==> config.mk <==
export PLATFORM = sky130hd
export DESIGN_NAME = dcs_dual_card_select
export DESIGN_NICKNAME = d
export VERILOG_FILES = /design/src/verilog/dcs_dual_card_select.v
export VERILOG_INCLUDE_DIRS = /design/src /design/src/verilog
export SDC_FILE = /design/constraint.sdc
export NUM_CORES = 1
export LEC_CHECK = 0
export ABC_AREA = 1
export BUFFER_PORTS_ARGS = -buffer_cell sky130_fd_sc_hd__buf_4
export CORE_MARGIN = 1.5
export CORE_UTILIZATION = 49
export CTS_CLUSTER_SIZE = 14
export DETAILED_ROUTE_END_ITERATION = 8
export PLACE_DENSITY = 0.73
export SYNTH_ARGS = -nofsm -noshare
export SYNTH_HDL_FRONTEND = slang
export SYNTH_SLANG_ARGS = --single-unit
export TNS_END_PERCENT = 20
==> constraint.sdc <==
create_clock -name clk_i -period 2.27 [get_ports clk_i]
set_input_delay 0.3405 -clock clk_i [delete_from_list [all_inputs] [get_ports clk_i]]
set_output_delay 0.3405 -clock clk_i [all_outputs]
set_load 0.05 [all_outputs]
==> src/verilog/dcs_defines.vh <==
// constants of the dual card select control block
// assumes a 20 MHz system clock and a 32-bit classic wishbone register bus
`ifndef DCS_DEFINES_VH
`define DCS_DEFINES_VH

// ****************************************
// timing
// ****************************************
`define DCS_CLK_HZ            20000000
`define DCS_DEBOUNCE_MS       8
// 8 ms at 20 MHz, sized to the 18-bit debounce counter
`define DCS_DEBOUNCE_CYC      18'h27100

// ****************************************
// register map (byte addresses)
// ****************************************
`define DCS_ADDR_CTRL         4'h0
`define DCS_ADDR_STATUS       4'h4

// control register fields and reset values
`define DCS_CTRL_DATA_EN      0
`define DCS_CTRL_CLOCK_EN     1
`define DCS_CTRL_RESET        2'h3

// synchroniser reset: idle pin levels, activation request and data lines high
`define DCS_SYNC_RESET        13'h0813

// status register fields
`define DCS_ST_PRES_FIRST     0
`define DCS_ST_PRES_SECOND    1
`define DCS_ST_ACT_FIRST      2
`define DCS_ST_ACT_SECOND     3
`define DCS_ST_SELECT         4
`define DCS_ST_STOP           5
`define DCS_ST_LOW_VOLT       6

// ****************************************
// divider select codes {first, second}
// ****************************************
`define DCS_DIV_8             2'h0
`define DCS_DIV_4             2'h1
`define DCS_DIV_1             2'h2
`define DCS_DIV_2             2'h3

// ****************************************
// card supply codes
// ****************************************
`define DCS_VCC_OFF           2'h0
`define DCS_VCC_1V8           2'h1
`define DCS_VCC_3V            2'h2
`define DCS_VCC_5V            2'h3

`endif

==> src/verilog/dcs_dual_card_select.v <==
// select and control logic of a dual smart-card front end
// assumes all host and card pins are asynchronous to clk_i and are synchronised here;
// open-drain data lines are resolved outside from the output enables
//
// Chosen here: register access over Wishbone and the register addresses.
`timescale 1ns/1ns
`include "dcs_defines.vh"

module dcs_dual_card_select #(
    parameter [17:0] DEBOUNCE_CYCLES = `DCS_DEBOUNCE_CYC
) (
    input  wire        clk_i,
    input  wire        rst_i,
    input  wire        ce_i,
    // wishbone slave
    input  wire        wb_cyc_i,
    input  wire        wb_stb_i,
    input  wire        wb_we_i,
    input  wire [3:0]  wb_adr_i,
    input  wire [3:0]  wb_sel_i,
    input  wire [31:0] wb_dat_i,
    output reg  [31:0] wb_dat_o,
    output reg         wb_ack_o,
    // host control pins
    input  wire        interface_select_i,
    input  wire        activation_request_n_i,
    input  wire        host_card_reset_request_i,
    input  wire        card_voltage_high_low_select_i,
    input  wire        low_voltage_card_mode_i,
    input  wire        divider_select_first_i,
    input  wire        divider_select_second_i,
    input  wire        reference_clock_input_i,
    input  wire        host_data_line_i,
    output wire        host_data_line_o,
    output wire        host_data_line_oe_n_o,
    output wire        selected_presence_irq_n_o,
    output wire        unselected_side_presence_out_n_o,
    output reg         stop_mode_o,
    // card side
    input  wire        card_presence_first_i,
    input  wire        card_presence_second_i,
    input  wire        card_data_line_first_i,
    output wire        card_data_line_first_o,
    output wire        card_data_line_first_oe_n_o,
    input  wire        card_data_line_second_i,
    output wire        card_data_line_second_o,
    output wire        card_data_line_second_oe_n_o,
    output wire        card_clock_out_first_o,
    output wire        card_clock_out_second_o,
    output wire        card_reset_out_first_o,
    output wire        card_reset_out_second_o,
    output wire [1:0]  card_supply_first_o,
    output wire [1:0]  card_supply_second_o
);

    // ****************************************
    // supply code of an interface at activation
    // ****************************************
    function [1:0] dcs_vcc_code;
        input low_volt;
        input high_sel;
        begin
            if (low_volt) begin
                dcs_vcc_code = `DCS_VCC_1V8;
            end else if (high_sel) begin
                dcs_vcc_code = `DCS_VCC_5V;
            end else begin
                dcs_vcc_code = `DCS_VCC_3V;
            end
        end
    endfunction

    // ****************************************
    // pin synchronisers
    // ****************************************
    localparam SYNC_W = 13;

    wire [SYNC_W-1:0] pins_raw;
    reg  [SYNC_W-1:0] sync1_r;
    reg  [SYNC_W-1:0] sync2_r;

    assign pins_raw = {interface_select_i, activation_request_n_i, host_card_reset_request_i,
                       card_voltage_high_low_select_i, low_voltage_card_mode_i,
                       divider_select_first_i, divider_select_second_i, reference_clock_input_i,
                       host_data_line_i, card_presence_second_i, card_presence_first_i,
                       card_data_line_second_i, card_data_line_first_i};

    always @(posedge clk_i) begin
        if (rst_i) begin
            // idle levels, so that no false reference edge or stop request follows reset
            sync1_r <= `DCS_SYNC_RESET;
            sync2_r <= `DCS_SYNC_RESET;
        end else if (ce_i) begin
            sync1_r <= pins_raw;
            sync2_r <= sync1_r;
        end
    end

    wire       sel_s    = sync2_r[12];
    wire       act_n_s  = sync2_r[11];
    wire       rstreq_s = sync2_r[10];
    wire       vhigh_s  = sync2_r[9];
    wire       lowv_s   = sync2_r[8];
    wire [1:0] div_s    = sync2_r[7:6];
    wire       ref_s    = sync2_r[5];
    wire       host_s   = sync2_r[4];
    wire [1:0] pres_s   = sync2_r[3:2];
    wire [1:0] card_s   = sync2_r[1:0];

    // ****************************************
    // registers seen by software
    // ****************************************
    reg  [1:0] ctrl_r;
    wire       stop_nxt;
    wire       wb_req;
    reg  [1:0] active_r;
    reg  [1:0] pres_deb_r;

    assign wb_req   = wb_cyc_i & wb_stb_i & ~wb_ack_o;
    // all three high select the stop state; activation request high also deactivates
    assign stop_nxt = act_n_s & vhigh_s & lowv_s;

    always @(posedge clk_i) begin
        if (rst_i) begin
            ctrl_r   <= `DCS_CTRL_RESET;
            wb_ack_o <= 1'b0;
            wb_dat_o <= 32'h00000000;
        end else if (ce_i) begin
            wb_ack_o <= wb_req;
            wb_dat_o <= 32'h00000000;
            if (wb_req && wb_we_i && wb_adr_i == `DCS_ADDR_CTRL && wb_sel_i[0]) begin
                ctrl_r <= wb_dat_i[1:0];
            end
            if (wb_req && !wb_we_i) begin
                case (wb_adr_i)
                    `DCS_ADDR_CTRL: begin
                        wb_dat_o <= {30'h00000000, ctrl_r};
                    end
                    `DCS_ADDR_STATUS: begin
                        wb_dat_o <= {25'h0000000, lowv_s, stop_mode_o, sel_s, active_r, pres_deb_r};
                    end
                    default: begin
                        wb_dat_o <= 32'h00000000;
                    end
                endcase
            end
        end
    end

    always @(posedge clk_i) begin
        if (rst_i) begin
            stop_mode_o <= 1'b0;
        end else if (ce_i) begin
            stop_mode_o <= stop_nxt;
        end
    end

    // ****************************************
    // card clock divider
    // ****************************************
    // the reference is oversampled by clk_i, so it must run well below 10 MHz
    reg       ref_d_r;
    reg [2:0] div_cnt_r;
    reg       div_clk_r;

    always @(posedge clk_i) begin
        if (rst_i) begin
            ref_d_r   <= 1'b0;
            div_cnt_r <= 3'h0;
            div_clk_r <= 1'b0;
        end else if (ce_i) begin
            ref_d_r <= ref_s;
            if (ref_s && !ref_d_r) begin
                div_cnt_r <= div_cnt_r + 3'h1;
            end
            case (div_s)
                `DCS_DIV_8: begin
                    div_clk_r <= div_cnt_r[2];
                end
                `DCS_DIV_4: begin
                    div_clk_r <= div_cnt_r[1];
                end
                `DCS_DIV_2: begin
                    div_clk_r <= div_cnt_r[0];
                end
                default: begin
                    div_clk_r <= ref_s;
                end
            endcase
        end
    end

    // ****************************************
    // per-interface logic, index 0 is A, 1 is B
    // ****************************************
    reg  [17:0] deb_cnt_r [0:1];
    reg  [1:0]  card_rst_r;
    reg  [1:0]  card_clk_r;
    reg  [1:0]  vcc_r [0:1];
    reg  [1:0]  card_drv_r;
    reg         host_drv_r;
    reg  [2:0]  drv_d1_r;
    reg  [2:0]  drv_d2_r;
    wire [1:0]  is_sel;
    wire [1:0]  route;

    assign is_sel = {sel_s, ~sel_s};

    genvar gi;
    generate
        for (gi = 0; gi < 2; gi = gi + 1) begin : g_if
            assign route[gi] = is_sel[gi] & active_r[gi] & ctrl_r[`DCS_CTRL_DATA_EN];

            always @(posedge clk_i) begin
                if (rst_i) begin
                    deb_cnt_r[gi]  <= 18'h00000;
                    pres_deb_r[gi] <= 1'b0;
                end else if (ce_i) begin
                    if (!pres_s[gi]) begin
                        deb_cnt_r[gi]  <= 18'h00000;
                        pres_deb_r[gi] <= 1'b0;
                    end else if (deb_cnt_r[gi] == DEBOUNCE_CYCLES - 18'h00001) begin
                        pres_deb_r[gi] <= 1'b1;
                    end else begin
                        deb_cnt_r[gi] <= deb_cnt_r[gi] + 18'h00001;
                    end
                end
            end

            // an unselected interface keeps its state, so both cards may stay powered
            always @(posedge clk_i) begin
                if (rst_i) begin
                    active_r[gi]   <= 1'b0;
                    vcc_r[gi]      <= `DCS_VCC_OFF;
                    card_rst_r[gi] <= 1'b0;
                    card_clk_r[gi] <= 1'b0;
                    card_drv_r[gi] <= 1'b0;
                end else if (ce_i) begin
                    if (is_sel[gi] && act_n_s) begin
                        active_r[gi] <= 1'b0;
                        vcc_r[gi]    <= `DCS_VCC_OFF;
                    end else if (is_sel[gi] && !active_r[gi]) begin
                        active_r[gi] <= 1'b1;
                        vcc_r[gi]    <= dcs_vcc_code(lowv_s, vhigh_s);
                    end
                    if (!active_r[gi]) begin
                        card_rst_r[gi] <= 1'b0;
                    end else if (is_sel[gi]) begin
                        card_rst_r[gi] <= rstreq_s;
                    end
                    card_clk_r[gi] <= active_r[gi] & ctrl_r[`DCS_CTRL_CLOCK_EN] & ~stop_mode_o & div_clk_r;
                    // whichever side pulls low first owns the line, avoiding a latch-up loop
                    card_drv_r[gi] <= route[gi] & ~host_s & ~host_drv_r & ~drv_d2_r[2];
                end
            end
        end
    endgenerate

    always @(posedge clk_i) begin
        if (rst_i) begin
            host_drv_r <= 1'b0;
        end else if (ce_i) begin
            host_drv_r <= route[sel_s] & ~card_s[sel_s] & ~card_drv_r[sel_s] & ~drv_d2_r[sel_s];
        end
    end

    // own drive delayed to line up with the synchronisers: a line still low from
    // our own release must not be taken for the far side pulling it, or the two echo
    always @(posedge clk_i) begin
        if (rst_i) begin
            drv_d1_r <= 3'h0;
            drv_d2_r <= 3'h0;
        end else if (ce_i) begin
            drv_d1_r <= {host_drv_r, card_drv_r};
            drv_d2_r <= drv_d1_r;
        end
    end

    // ****************************************
    // outputs
    // ****************************************
    assign host_data_line_o             = 1'b0;
    assign host_data_line_oe_n_o        = ~host_drv_r;
    assign card_data_line_first_o       = 1'b0;
    assign card_data_line_first_oe_n_o  = ~card_drv_r[0];
    assign card_data_line_second_o      = 1'b0;
    assign card_data_line_second_oe_n_o = ~card_drv_r[1];
    assign card_clock_out_first_o       = card_clk_r[0];
    assign card_clock_out_second_o      = card_clk_r[1];
    assign card_reset_out_first_o       = card_rst_r[0];
    assign card_reset_out_second_o      = card_rst_r[1];
    assign card_supply_first_o          = vcc_r[0];
    assign card_supply_second_o         = vcc_r[1];

    assign selected_presence_irq_n_o        = ~pres_deb_r[sel_s];
    assign unselected_side_presence_out_n_o = ~pres_deb_r[~sel_s];

endmodule

## Word-level counts from Yosys, hierarchy flattened

Memory sizes are Yosys's and may differ from the RTL's.
Index checks and enable logic that the tools add are counted.

- Logic and storage cells: 191
- Memories kept: 2
- Input bits: 59
- Output and inout port bits: 50
- RAM bits: 40
- Register bits after elaboration: 84

Memory list:

| memory | depth | width | rd ports | clocked after memory_dff | write ports | line | source |
|---|---|---|---|---|---|---|---|
| deb_cnt_r | 2 | 18 | 2 | 0 | 2 | dcs_dual_card_select.v:196 | `reg [17:0] deb_cnt_r [0:1];` |
| vcc_r | 2 | 2 | 2 | 0 | 2 | dcs_dual_card_select.v:199 | `reg [1:0] vcc_r [0:1];` |

- Muxes and demuxes: 83
- Order comparisons: 3
- Eq/ne operators: 9
- Reductions and logical operators: 25
- Bitwise logic cells: 44
- $add $sub $neg: 3

Operators with widths:

| kind | number |
|---|---|
| two-way mux 18 bit | 4 |
| two-way mux 1 bit | 63 |
| adder 18 x 1 -> 18 bit, second input constant | 2 |
| == test 18 bit, second input constant | 2 |
| two-way mux 2 bit | 13 |
| AND 1 bit | 23 |
| AND reduction 2 bit | 8 |
| case mux 7 bit (2 select lines) | 1 |
| NOT 1 bit | 13 |
| logical AND 1 bit | 9 |
| OR 1 bit | 8 |
| two-way mux 7 bit | 1 |
| == test 4 x 3 -> 1 bit, second input constant | 1 |
| zero test 1 bit | 4 |
| zero test 4 bit | 1 |
| less-than comparator 1 x 2 -> 1 bit, second input constant | 2 |
| inequality test 2 x 1 -> 1 bit, second input constant | 2 |
| inequality test 2 bit, second input constant | 2 |
| nonzero test 2 bit | 2 |
| adder 3 x 1 -> 3 bit, second input constant | 1 |
| less-than comparator 1 x 3 -> 1 bit, second input constant | 1 |
| case mux 1 bit (3 select lines) | 1 |
| == test 2 x 1 -> 1 bit, second input constant | 1 |
| == test 2 bit, second input constant | 1 |
| zero test 2 bit | 1 |

## Longest topological paths before layout

Gate-level depths: netlist of run 1.

- Depth in word-level cells: 8
- Gate-level depth with buffers: 9
- Mapped depth without buffers: 9

## Least setup slack after synthesis of run 1

No wires, ideal clock.

- Path type: register -> register
- From: mem deb_cnt_r[0][0]
- To: mem deb_cnt_r[0][0], enable pin
- Data arrival time: 1,782 ps
- Path slack: 70 ps
- Buffers on the path: 0
- Required time: 1,852 ps
- Setup time: 418 ps
- Period minus slack after synthesis: 2,200 ps
- Cell stages (with the launch flop): 9
- Cell sequence: edfxtp_1 ha_1 nand3_2 inv_1 nand2_2 inv_2 nand2_1 nand3_4 o21ai_0

RTL lines:

| element | line |
|---|---|
| start, declared | dcs_dual_card_select.v:196 |

==> impl_metrics.json, run 1 <==
{
  "status": "finished clean",
  "synth_compound_area_share_pct": 10.5,
  "ir_drop_uv": 349,
  "synth_ff_type": "dfxtp_1",
  "crit_type": "reg -> reg",
  "syn2layout_area_growth_pct": 12.4,
  "ctsHoldBuffers": 0,
  "dpl.hpwl_um": 6910,
  "cts_max_level": 3,
  "grt_pass1_wl_um": 15700,
  "hold_path.class": "in -> reg",
  "viasPerCell": 4.96,
  "gp_congestion": 0.899,
  "ys_types": 39,
  "cp_num_buf_inv": 3,
  "drc": 0,
  "num-nets-final": 688,
  "ios": 109,
  "die-area_um2": 10300,
  "synthMuxAreaShare_pct": 0,
  "num_vias": 3770,
  "yosys.area_share.xor_xnor_pct": 3.14,
  "syn_area_per_cell_um2": 8.23,
  "r2r_cells": 9,
  "grt_overflow": 0,
  "ys.warnings.count": 0,
  "synth_edf_count": 40,
  "ys_seq_elements": 99,
  "synth_area_leaders": "edfxtp_1 25%, dfxtp_1 25%, nand2_1 8.4%",
  "cts_setup_buffers": 0,
  "cp_slowest_stage_delay_ns": 0.46,
  "yosys.cell_count.top_type": "nand2_1",
  "power_density_nw_per_um2": 666,
  "synthAdderAreaFrac_pct": 0.792,
  "fillers": 866,
  "post-route-period-util_pct": 85.7,
  "synthSimpleGateAreaFrac_pct": 22.8,
  "leakagePower_uw": 0.00215,
  "firstDrtPassIters": 5,
  "cts_tree": "built",
  "clk_latency_ns": 0.37,
  "numCtsBuffers": 9,
  "critPathTopFamily": "simple AND/OR/NAND/NOR gates",
  "wl_per_cell_um": 12.6,
  "ant_nets": 0,
  "timing.fmax_mhz": 514,
  "finalInstanceArea_um2": 5330,
  "cp_common_cell": "nand2_1",
  "start_util_pct": 50.8,
  "period_needed_ns": 1.95,
  "synth_top_area_share_pct": 25.3,
  "synth_area_um2": 4740,
  "clkTransAtPathRegs_ns": 0.10,
  "skew_ns": 0.0136,
  "place_area_um2": 5110,
  "cts_buffer_depth": 2,
  "cp.depth": 9,
  "critPathMaxFanout": 19,
  "endpoint_kind": "flip-flop",
  "cts.repair.resized": 0,
  "grt_start_max_net_pins": 29,
  "rsz0062_at_grt": "no",
  "drive_gt1_share_pct": 13.8,
  "fin_tns_setup_ns": 0,
  "numClockSinks": 99,
  "core-area_um2": 9330,
  "cp_data_required_time_ns": 2.33,
  "synth.largest_area_cell": "edfxtp_1",
  "synth_common_cells": "106 x nand2_1, 86 x nor2_1, 74 x inv_1",
  "hold_depth": 3,
  "crit_slowest_cell": "edfxtp_1",
  "worstPathArrival_ns": 2.00,
  "postSynthCellCount": 576,
  "slew_viol_final": 0,
  "grt_util_all_layers_pct": 19.3,
  "synth_top_family_by_area": "simple AND/OR/NAND/NOR gates",
  "finalSetupViolations": 0,
  "antenna_found_initial": 0,
  "start_kind": "flip-flop",
  "finalHoldViolCount": 0,
  "async_flop_share_pct": 0,
  "diodes": 0,
  "numPortBuffers": 47,
  "path_cells": "ha_1 -> nand2_1 -> inv_1 -> nand3b_4 -> clkinv_2 -> nand2_1 -> nand2_4 -> nand2_1 -> buf_4",
  "die_width_um": 101,
  "die_h_um": 101,
  "max-cap-violations": 0,
  "root_buffer": "clkbuf_8",
  "rrSetupSlack_ns": 0.32,
  "rows": 35,
  "ys_seq_area_share_pct": 50.3,
  "drt_iter0_markers": 189,
  "first_global_vias": 3416,
  "wl_um": 9570
}
state kept, by name, summed over array words and instances, names as in the netlist, 2 cells and up:
signal and flops:
active_r 2, card_drv_r 2, ctrl_r 2, deb_cnt_r 36, div_cnt_r 3, drv_d1_r 3
drv_d2_r 3, pres_deb_r 2, sync1_r 13, sync2_r 13, vcc_r 4, wb_dat_o 7
layer usage:
layer  share of wire, %  vias to the layer above  track usage, %
li1                   -                     1921               -
met1                 46                     1730            25.4
met2                 47                      102            32.3
met3                5.2                       17            3.04
met4                1.8                        0            7.16
met5                  0                        -               0
layout by cell type (no fill, tap or decap), types with 3 or more instances in the layout:
cell type    n
o22ai_1     14
o21ai_0     37
ha_1         3
o21ai_1      3
nand3_1     32
buf_4       52
inv_1       74
nor2_1      86
nand2_1    106
inv_6        3
dfxtp_1     59
edfxtp_1    40
a22oi_1      4
xnor2_1      6
conb_1      28
a21oi_1     22
clkbuf_8     9
nand4_1      8
inv_2        5
xor2_1      11
metrics by stage:
step,hold slack (ns),total power [µW],setup slack [ns],cells,utilization [%]
floorplan,0.419,2280,0.0698,603,-
global placement,0.441,2330,0.373,744,54.7
detailed placement,0.444,2340,0.340,744,54.7
CTS,0.163,3570,0.322,760,57.1
global route,0.170,3670,0.149,760,57.1
finish,0.161,3550,0.324,760,57.1
where the power goes:
group / leakage [µW] / total [µW] / internal [µW] / switching [µW]
logic: 0.00112 / 340 / 86.4 / 254
registers: 0.000921 / 1960 / 1910 / 48.3
clock network: 0.000111 / 1250 / 596 / 653
area by class of cell:
class	count	area, µm²	share of cell area [%]
inverter	80	302	5.66
clock inverter	6	75.1	1.41
sequential	99	2380	44.7
tap	129	161	3.03
clock buffer	10	149	2.79
multi-input combinational	384	1870	35.1
timing repair buffer	52	390	7.32
kinds of logic (layout without fill, tap and decap cells):
logic type / count (synthesis) / after routing
compound gates: 88 / 88
xor+xnor: 17 / 17
other cells: 1 / 28
buf+inv: 120 / 148
simple gates: 248 / 248
fa+ha+maj: 3 / 3
flops: 99 / 99
path summary, 6_finish.rpt:
path / start / endpoint
max: deb_cnt_r[1][0] / deb_cnt_r[1][2]
max reg2reg: deb_cnt_r[1][0] / deb_cnt_r[1][2]
min reg2reg: sync1_r[0] / sync1_r[0]
min: interface_select_i / sync1_r[12]
worst reg2reg max path, cell delays in order (launching register included):
cell      delay (ns)
edfxtp_1        0.46
ha_1            0.24
nand2_1         0.06
inv_1           0.09
nand3b_4        0.12
clkinv_2        0.06
nand2_1         0.10
nand2_4         0.14
nand2_1         0.10
buf_4           0.26
Power figures use the tool's default switching activity.
==> inputs of run 2 (changes only) <==
--- a/config.mk
+++ b/config.mk
@@ -8,7 +8,7 @@
 export LEC_CHECK = 0
 export ABC_AREA = 1
 export BUFFER_PORTS_ARGS = -buffer_cell sky130_fd_sc_hd__buf_4
-export CORE_MARGIN = 1.5
+export CORE_ASPECT_RATIO = 1.25
 export CORE_UTILIZATION = 49
 export CTS_CLUSTER_SIZE = 14
 export DETAILED_ROUTE_END_ITERATION = 8
==> run 2 against run 1 <==
Clock-buffer cell count decreased by 1. First-iteration DRC count increased by 5.8%. Register-to-register slack lost 0.02 ns. Global-route usage is 0.39 points higher. Setup slack worse by 0.018 ns. Sequential share of layout area decreased by 0.74 points. Combinational power hardly changed. Maximum frequency is 0.92% lower. Utilization is 1.3 points higher. Sequential power barely moved. Final area up 1.7%. Non-clock buffer count increased by 2. Largest cell class unchanged. Highest routed layer unchanged.
==> impl_metrics.json, run 2 (synthesized netlist as in run 1, its figures left out) <==
{
  "rsz0062_at_grt": "no",
  "fin_total_pwr_uw": 3860,
  "num-nets-final": 690,
  "skew_ns": 0.00547,
  "die_h_um": 112,
  "antenna_found_initial": 0,
  "die_width_um": 90.0,
  "worstSetupStartpoint": "deb_cnt_r[1][0]",
  "start_kind": "flip-flop",
  "final_cell_mix": "106 x nand2_1, 86 x nor2_1, 74 x inv_1, 59 x dfxtp_1, 54 x buf_4",
  "ir_drop_uv": 575,
  "numClockSinks": 99,
  "wl_per_cell_um": 12.5,
  "r2r-end": "deb_cnt_r[1][2]",
  "setup_ws_ns": 0.306,
  "rows": 39,
  "wl_um": 9410,
  "finalCoreUtilization_pct": 58.5,
  "drt_iter0_markers": 200,
  "worstPathArrival_ns": 1.99,
  "cts_tree": "built",
  "die-area_um2": 10100,
  "drc": 0,
  "crit_type": "reg -> reg",
  "max-cap-violations": 0,
  "ctsHoldBuffers": 0,
  "rrSetupSlack_ns": 0.31,
  "cp_data_required_time_ns": 2.30,
  "status": "finished clean",
  "period_needed_ns": 1.96,
  "top_regs": "deb_cnt_r (36), sync1_r (13), sync2_r (13)",
  "slew_viol_final": 0,
  "dpl.hpwl_um": 6890,
  "ios": 109,
  "cts.repair.resized": 0,
  "firstDrtPassIters": 5,
  "ant_nets": 0,
  "grt_overflow": 0,
  "power_density_nw_per_um2": 713,
  "post-route-period-util_pct": 86.5,
  "viasPerCell": 4.93,
  "fin_tns_setup_ns": 0,
  "grt_util_all_layers_pct": 19.7,
  "first_global_vias": 3579,
  "grt_start_max_net_pins": 29,
  "rr_startpoint": "deb_cnt_r[1][0]",
  "diodes": 0,
  "gp_congestion": 0.865,
  "largest_reg_flops": 36,
  "finalSetupViolations": 0,
  "syn2layout_area_growth_pct": 14.3,
  "final_common_cell": "nand2_1",
  "place_ws_ns": 0.308,
  "root_buffer": "clkbuf_16",
  "start_util_pct": 51.1,
  "num_vias": 3725,
  "core-area_um2": 9270,
  "numCtsBuffers": 9,
  "cts_max_level": 3,
  "clk_latency_ns": 0.34,
  "critPathMaxFanout": 19,
  "numPortBuffers": 47,
  "endpoint_kind": "flip-flop",
  "cts_setup_buffers": 0,
  "cts_buffer_depth": 2,
  "largest_register": "deb_cnt_r",
  "clkTransAtPathRegs_ns": 0.07,
  "drive_gt1_share_pct": 14.1,
  "finalHoldViolCount": 0,
  "worstSetupEndpoint": "deb_cnt_r[1][2]",
  "grt_pass1_wl_um": 15900,
  "timing.fmax_mhz": 509,
  "r2r_cells": 9,
  "leakagePower_uw": 0.00220,
  "hold_path.class": "in -> reg"
}
==> run 2: cell count changes in the layout (fill, tap and decap cells not counted) <==
cell,change
buf_4,+2
clkbuf_8,-9
clkinv_4,+1
inv_4,+1
inv_6,-1
clkbuf_16,+8
==> run 2: area by class of cell <==
type                    instances  area, µm²
fillers                       846       3850
flip-flops and latches         99       2380
multi-input cells             384       1870
repair buffers                 54        405
inverters                      80        302
clock buffers                   9        225
well taps                     123        154
clock inverters                 7       81.3
==> run 2: how the worst min path moves through the flow <==
| stage | start | depth (start not counted) | slack [ns] | to |
|---|---|---|---|---|
| 6_report | host_card_reset_request_i | 3 | 0.19 | sync1_r[10] |
| 4_1_cts | host_card_reset_request_i | 3 | 0.18 | sync1_r[10] |
| 3_3_place_gp | sync1_r[1] | 2 | 0.44 | sync1_r[1] |
| 5_1_grt | divider_select_first_i | 3 | 0.21 | sync1_r[7] |
| 3_5_place_dp | div_clk_r | 2 | 0.45 | div_clk_r |
| 2_1_floorplan | rst_i | 1 | 0.42 | drv_d1_r[2] |
==> run 2: where the power goes <==
part | total (µW) | switching [µW] | internal (µW)
Combinational | 338 | 249 | 88.5
Clock | 1560 | 692 | 872
Sequential | 1960 | 49.2 | 1910
==> run 2: through the flow <==
stage / cells / cell area, µm² / hold slack [ns]
CTS: 756 / 5420 / 0.185
finish: 756 / 5420 / 0.193
detailed placement: 740 / 5110 / 0.446
global route: 756 / 5420 / 0.212
floorplan: 603 / 4840 / 0.419
global placement: 740 / 5110 / 0.439
==> run 2: layer usage <==
| metal | GRT usage (%) | part of all wire [%] | up-vias |
|---|---|---|---|
| li1 | - | - | 1913 |
| met1 | 22.4 | 42 | 1719 |
| met2 | 35.5 | 52 | 77 |
| met3 | 4.03 | 3.7 | 16 |
| met4 | 9.03 | 2.8 | 0 |
| met5 | 0 | 0 | - |
==> run 2: worst max-delay path, stage by stage, from the launching register on <==
cell	delay, ns
edfxtp_1	0.46
ha_1	0.25
nand2_1	0.07
inv_1	0.09
nand3b_4	0.12
clkinv_2	0.06
nand2_1	0.10
nand2_4	0.14
nand2_1	0.09
buf_4	0.25
==> inputs of run 3 (changes only) <==
==> constraint.sdc (replaced) <==
create_clock -name clk_i -period 1.7 [get_ports clk_i]
set_input_delay 0.34 -clock clk_i [delete_from_list [all_inputs] [get_ports clk_i]]
set_output_delay 0.34 -clock clk_i [all_outputs]
set_load 0.05 [all_outputs]
==> run 3 against run 2 <==
Wire length increased by 5.6%. Critical endpoint is now deb_cnt_r[0][4]. Clock-buffer cell count increased by 1. Final area increased by 2.0%.
==> impl_metrics.json, run 3 (synthesized netlist as in run 1, its figures left out) <==
{
  "critPathTopFamily": "flip-flops",
  "hold_path.class": "in -> reg",
  "start_kind": "flip-flop",
  "finalHoldViolCount": 0,
  "fin_total_pwr_uw": 5150,
  "final_cell_mix": "104 x nand2_1, 85 x nor2_1, 73 x inv_1, 60 x buf_4, 58 x dfxtp_1",
  "grt_overflow": 0,
  "rsz0062_at_grt": "no",
  "grt_start_max_net_pins": 29,
  "start_util_pct": 51.1,
  "timing.fmax_mhz": 615,
  "ant_nets": 0,
  "antenna_found_initial": 0,
  "first_global_vias": 3692,
  "syn2layout_area_growth_pct": 16.7,
  "clkTransAtPathRegs_ns": 0.07,
  "root_buffer": "clkbuf_16",
  "numPortBuffers": 47,
  "leakagePower_uw": 0.00225,
  "post-route-period-util_pct": 95.6,
  "rows": 39,
  "finalSetupViolations": 0,
  "crit_type": "reg -> reg",
  "period_needed_ns": 1.63,
  "ir_drop_uv": 631,
  "path_cells": "ha_2 -> nand3_2 -> inv_1 -> nand2_2 -> inv_2 -> nand2_2 -> nand3_4 -> o21ai_4",
  "cts_buffer_depth": 2,
  "die_h_um": 112,
  "wl_per_cell_um": 13.0,
  "worstPathArrival_ns": 1.64,
  "grt_pass1_wl_um": 16600,
  "skew_ns": 0.00562,
  "cts_tree": "built",
  "dpl.hpwl_um": 7120,
  "firstDrtPassIters": 4,
  "clk_latency_ns": 0.35,
  "cts_max_level": 3,
  "num_vias": 3830,
  "fin_tns_setup_ns": 0,
  "cp_num_buf_inv": 2,
  "gp_congestion": 0.798,
  "grt_util_all_layers_pct": 20.5,
  "status": "finished clean",
  "crit_slowest_cell": "edfxtp_1",
  "max-cap-violations": 0,
  "ios": 109,
  "num-nets-final": 699,
  "die_width_um": 90.0,
  "power_density_nw_per_um2": 931,
  "top_regs": "deb_cnt_r (36), sync1_r (13), sync2_r (13)",
  "die-area_um2": 10100,
  "critPathMaxFanout": 9,
  "cp_common_cell": "nand2_2",
  "final_common_cell": "nand2_1",
  "numCtsBuffers": 9,
  "drt_iter0_markers": 185,
  "viasPerCell": 5.01,
  "wl_um": 9940,
  "core-area_um2": 9270,
  "cp_slowest_stage_delay_ns": 0.42,
  "drc": 0,
  "largest_register": "deb_cnt_r",
  "drive_gt1_share_pct": 16.4,
  "finalCoreUtilization_pct": 59.6,
  "cts_setup_buffers": 0,
  "endpoint_kind": "flip-flop",
  "largest_reg_flops": 36,
  "cp_data_required_time_ns": 1.71,
  "numClockSinks": 99,
  "slew_viol_final": 0,
  "worst_slew_pin_slew_ns": 0.666,
  "diodes": 0,
  "ctsHoldBuffers": 0,
  "relSlewSlack_pct": 55.4
}
[run 3: layout make-up]
type	count	area, µm²
multi-input combinational	385	1910
clock buffer	10	250
tap	123	154
timing repair buffer	62	482
clock inverter	6	51.3
fill	847	3740
inverter	80	302
sequential	99	2380
[run 3: power by group]
group | internal, µW | total, µW | switching [µW]
clock | 1110 | 2050 | 940
combinational | 134 | 483 | 349
sequential | 2550 | 2620 | 61.3
total | 3800 | 5150 | 1350
[run 3: worst min-delay path, stage by stage]
cell and delay, ns:
buf_4 0.08, nand2_1 0.04, o21ai_0 0.05
[run 3: repair_timing]
| item | 4_1_cts | 5_1_grt |
|---|---|---|
| pin swaps | 0 | 1 |
| resized for setup | 2 | 4 |
| gates cloned | 1 | 0 |
| setup endpoints to repair | 20 | 72 |
[run 3: per-layer routing]
metal	vias to the layer above	part of all wire, %	track usage, %
met5	-	0	0
met4	0	1.3	7.42
met3	8	5.0	3.42
met2	109	51	37.4
met1	1782	43	24.2
li1	1931	-	-
[run 3: path summary, 6_finish.rpt]
path | from | end | slack, ns | depth (start not counted)
setup / recovery | deb_cnt_r[0][0] | deb_cnt_r[0][4] | 0.07 | 8
setup reg to reg | deb_cnt_r[0][0] | deb_cnt_r[0][4] | 0.07 | 8
hold reg to reg | sync1_r[0] | sync1_r[0] | 0.47 | 2
hold / removal | divider_select_second_i | sync1_r[6] | 0.19 | 3
[run 3: per-stage QoR]
stage | std cells | setup WS [ns] | hold slack (ns) | cell area [µm²]
2_1_floorplan | 603 | -0.170 | 0.418 | 4860
3_3_place_gp | 748 | 0.0826 | 0.443 | 5200
3_5_place_dp | 748 | 0.00687 | 0.457 | 5200
4_1_cts | 765 | 0.0355 | 0.186 | 5520
5_1_grt | 765 | 0.00191 | 0.196 | 5530
6_report | 765 | 0.0747 | 0.191 | 5530
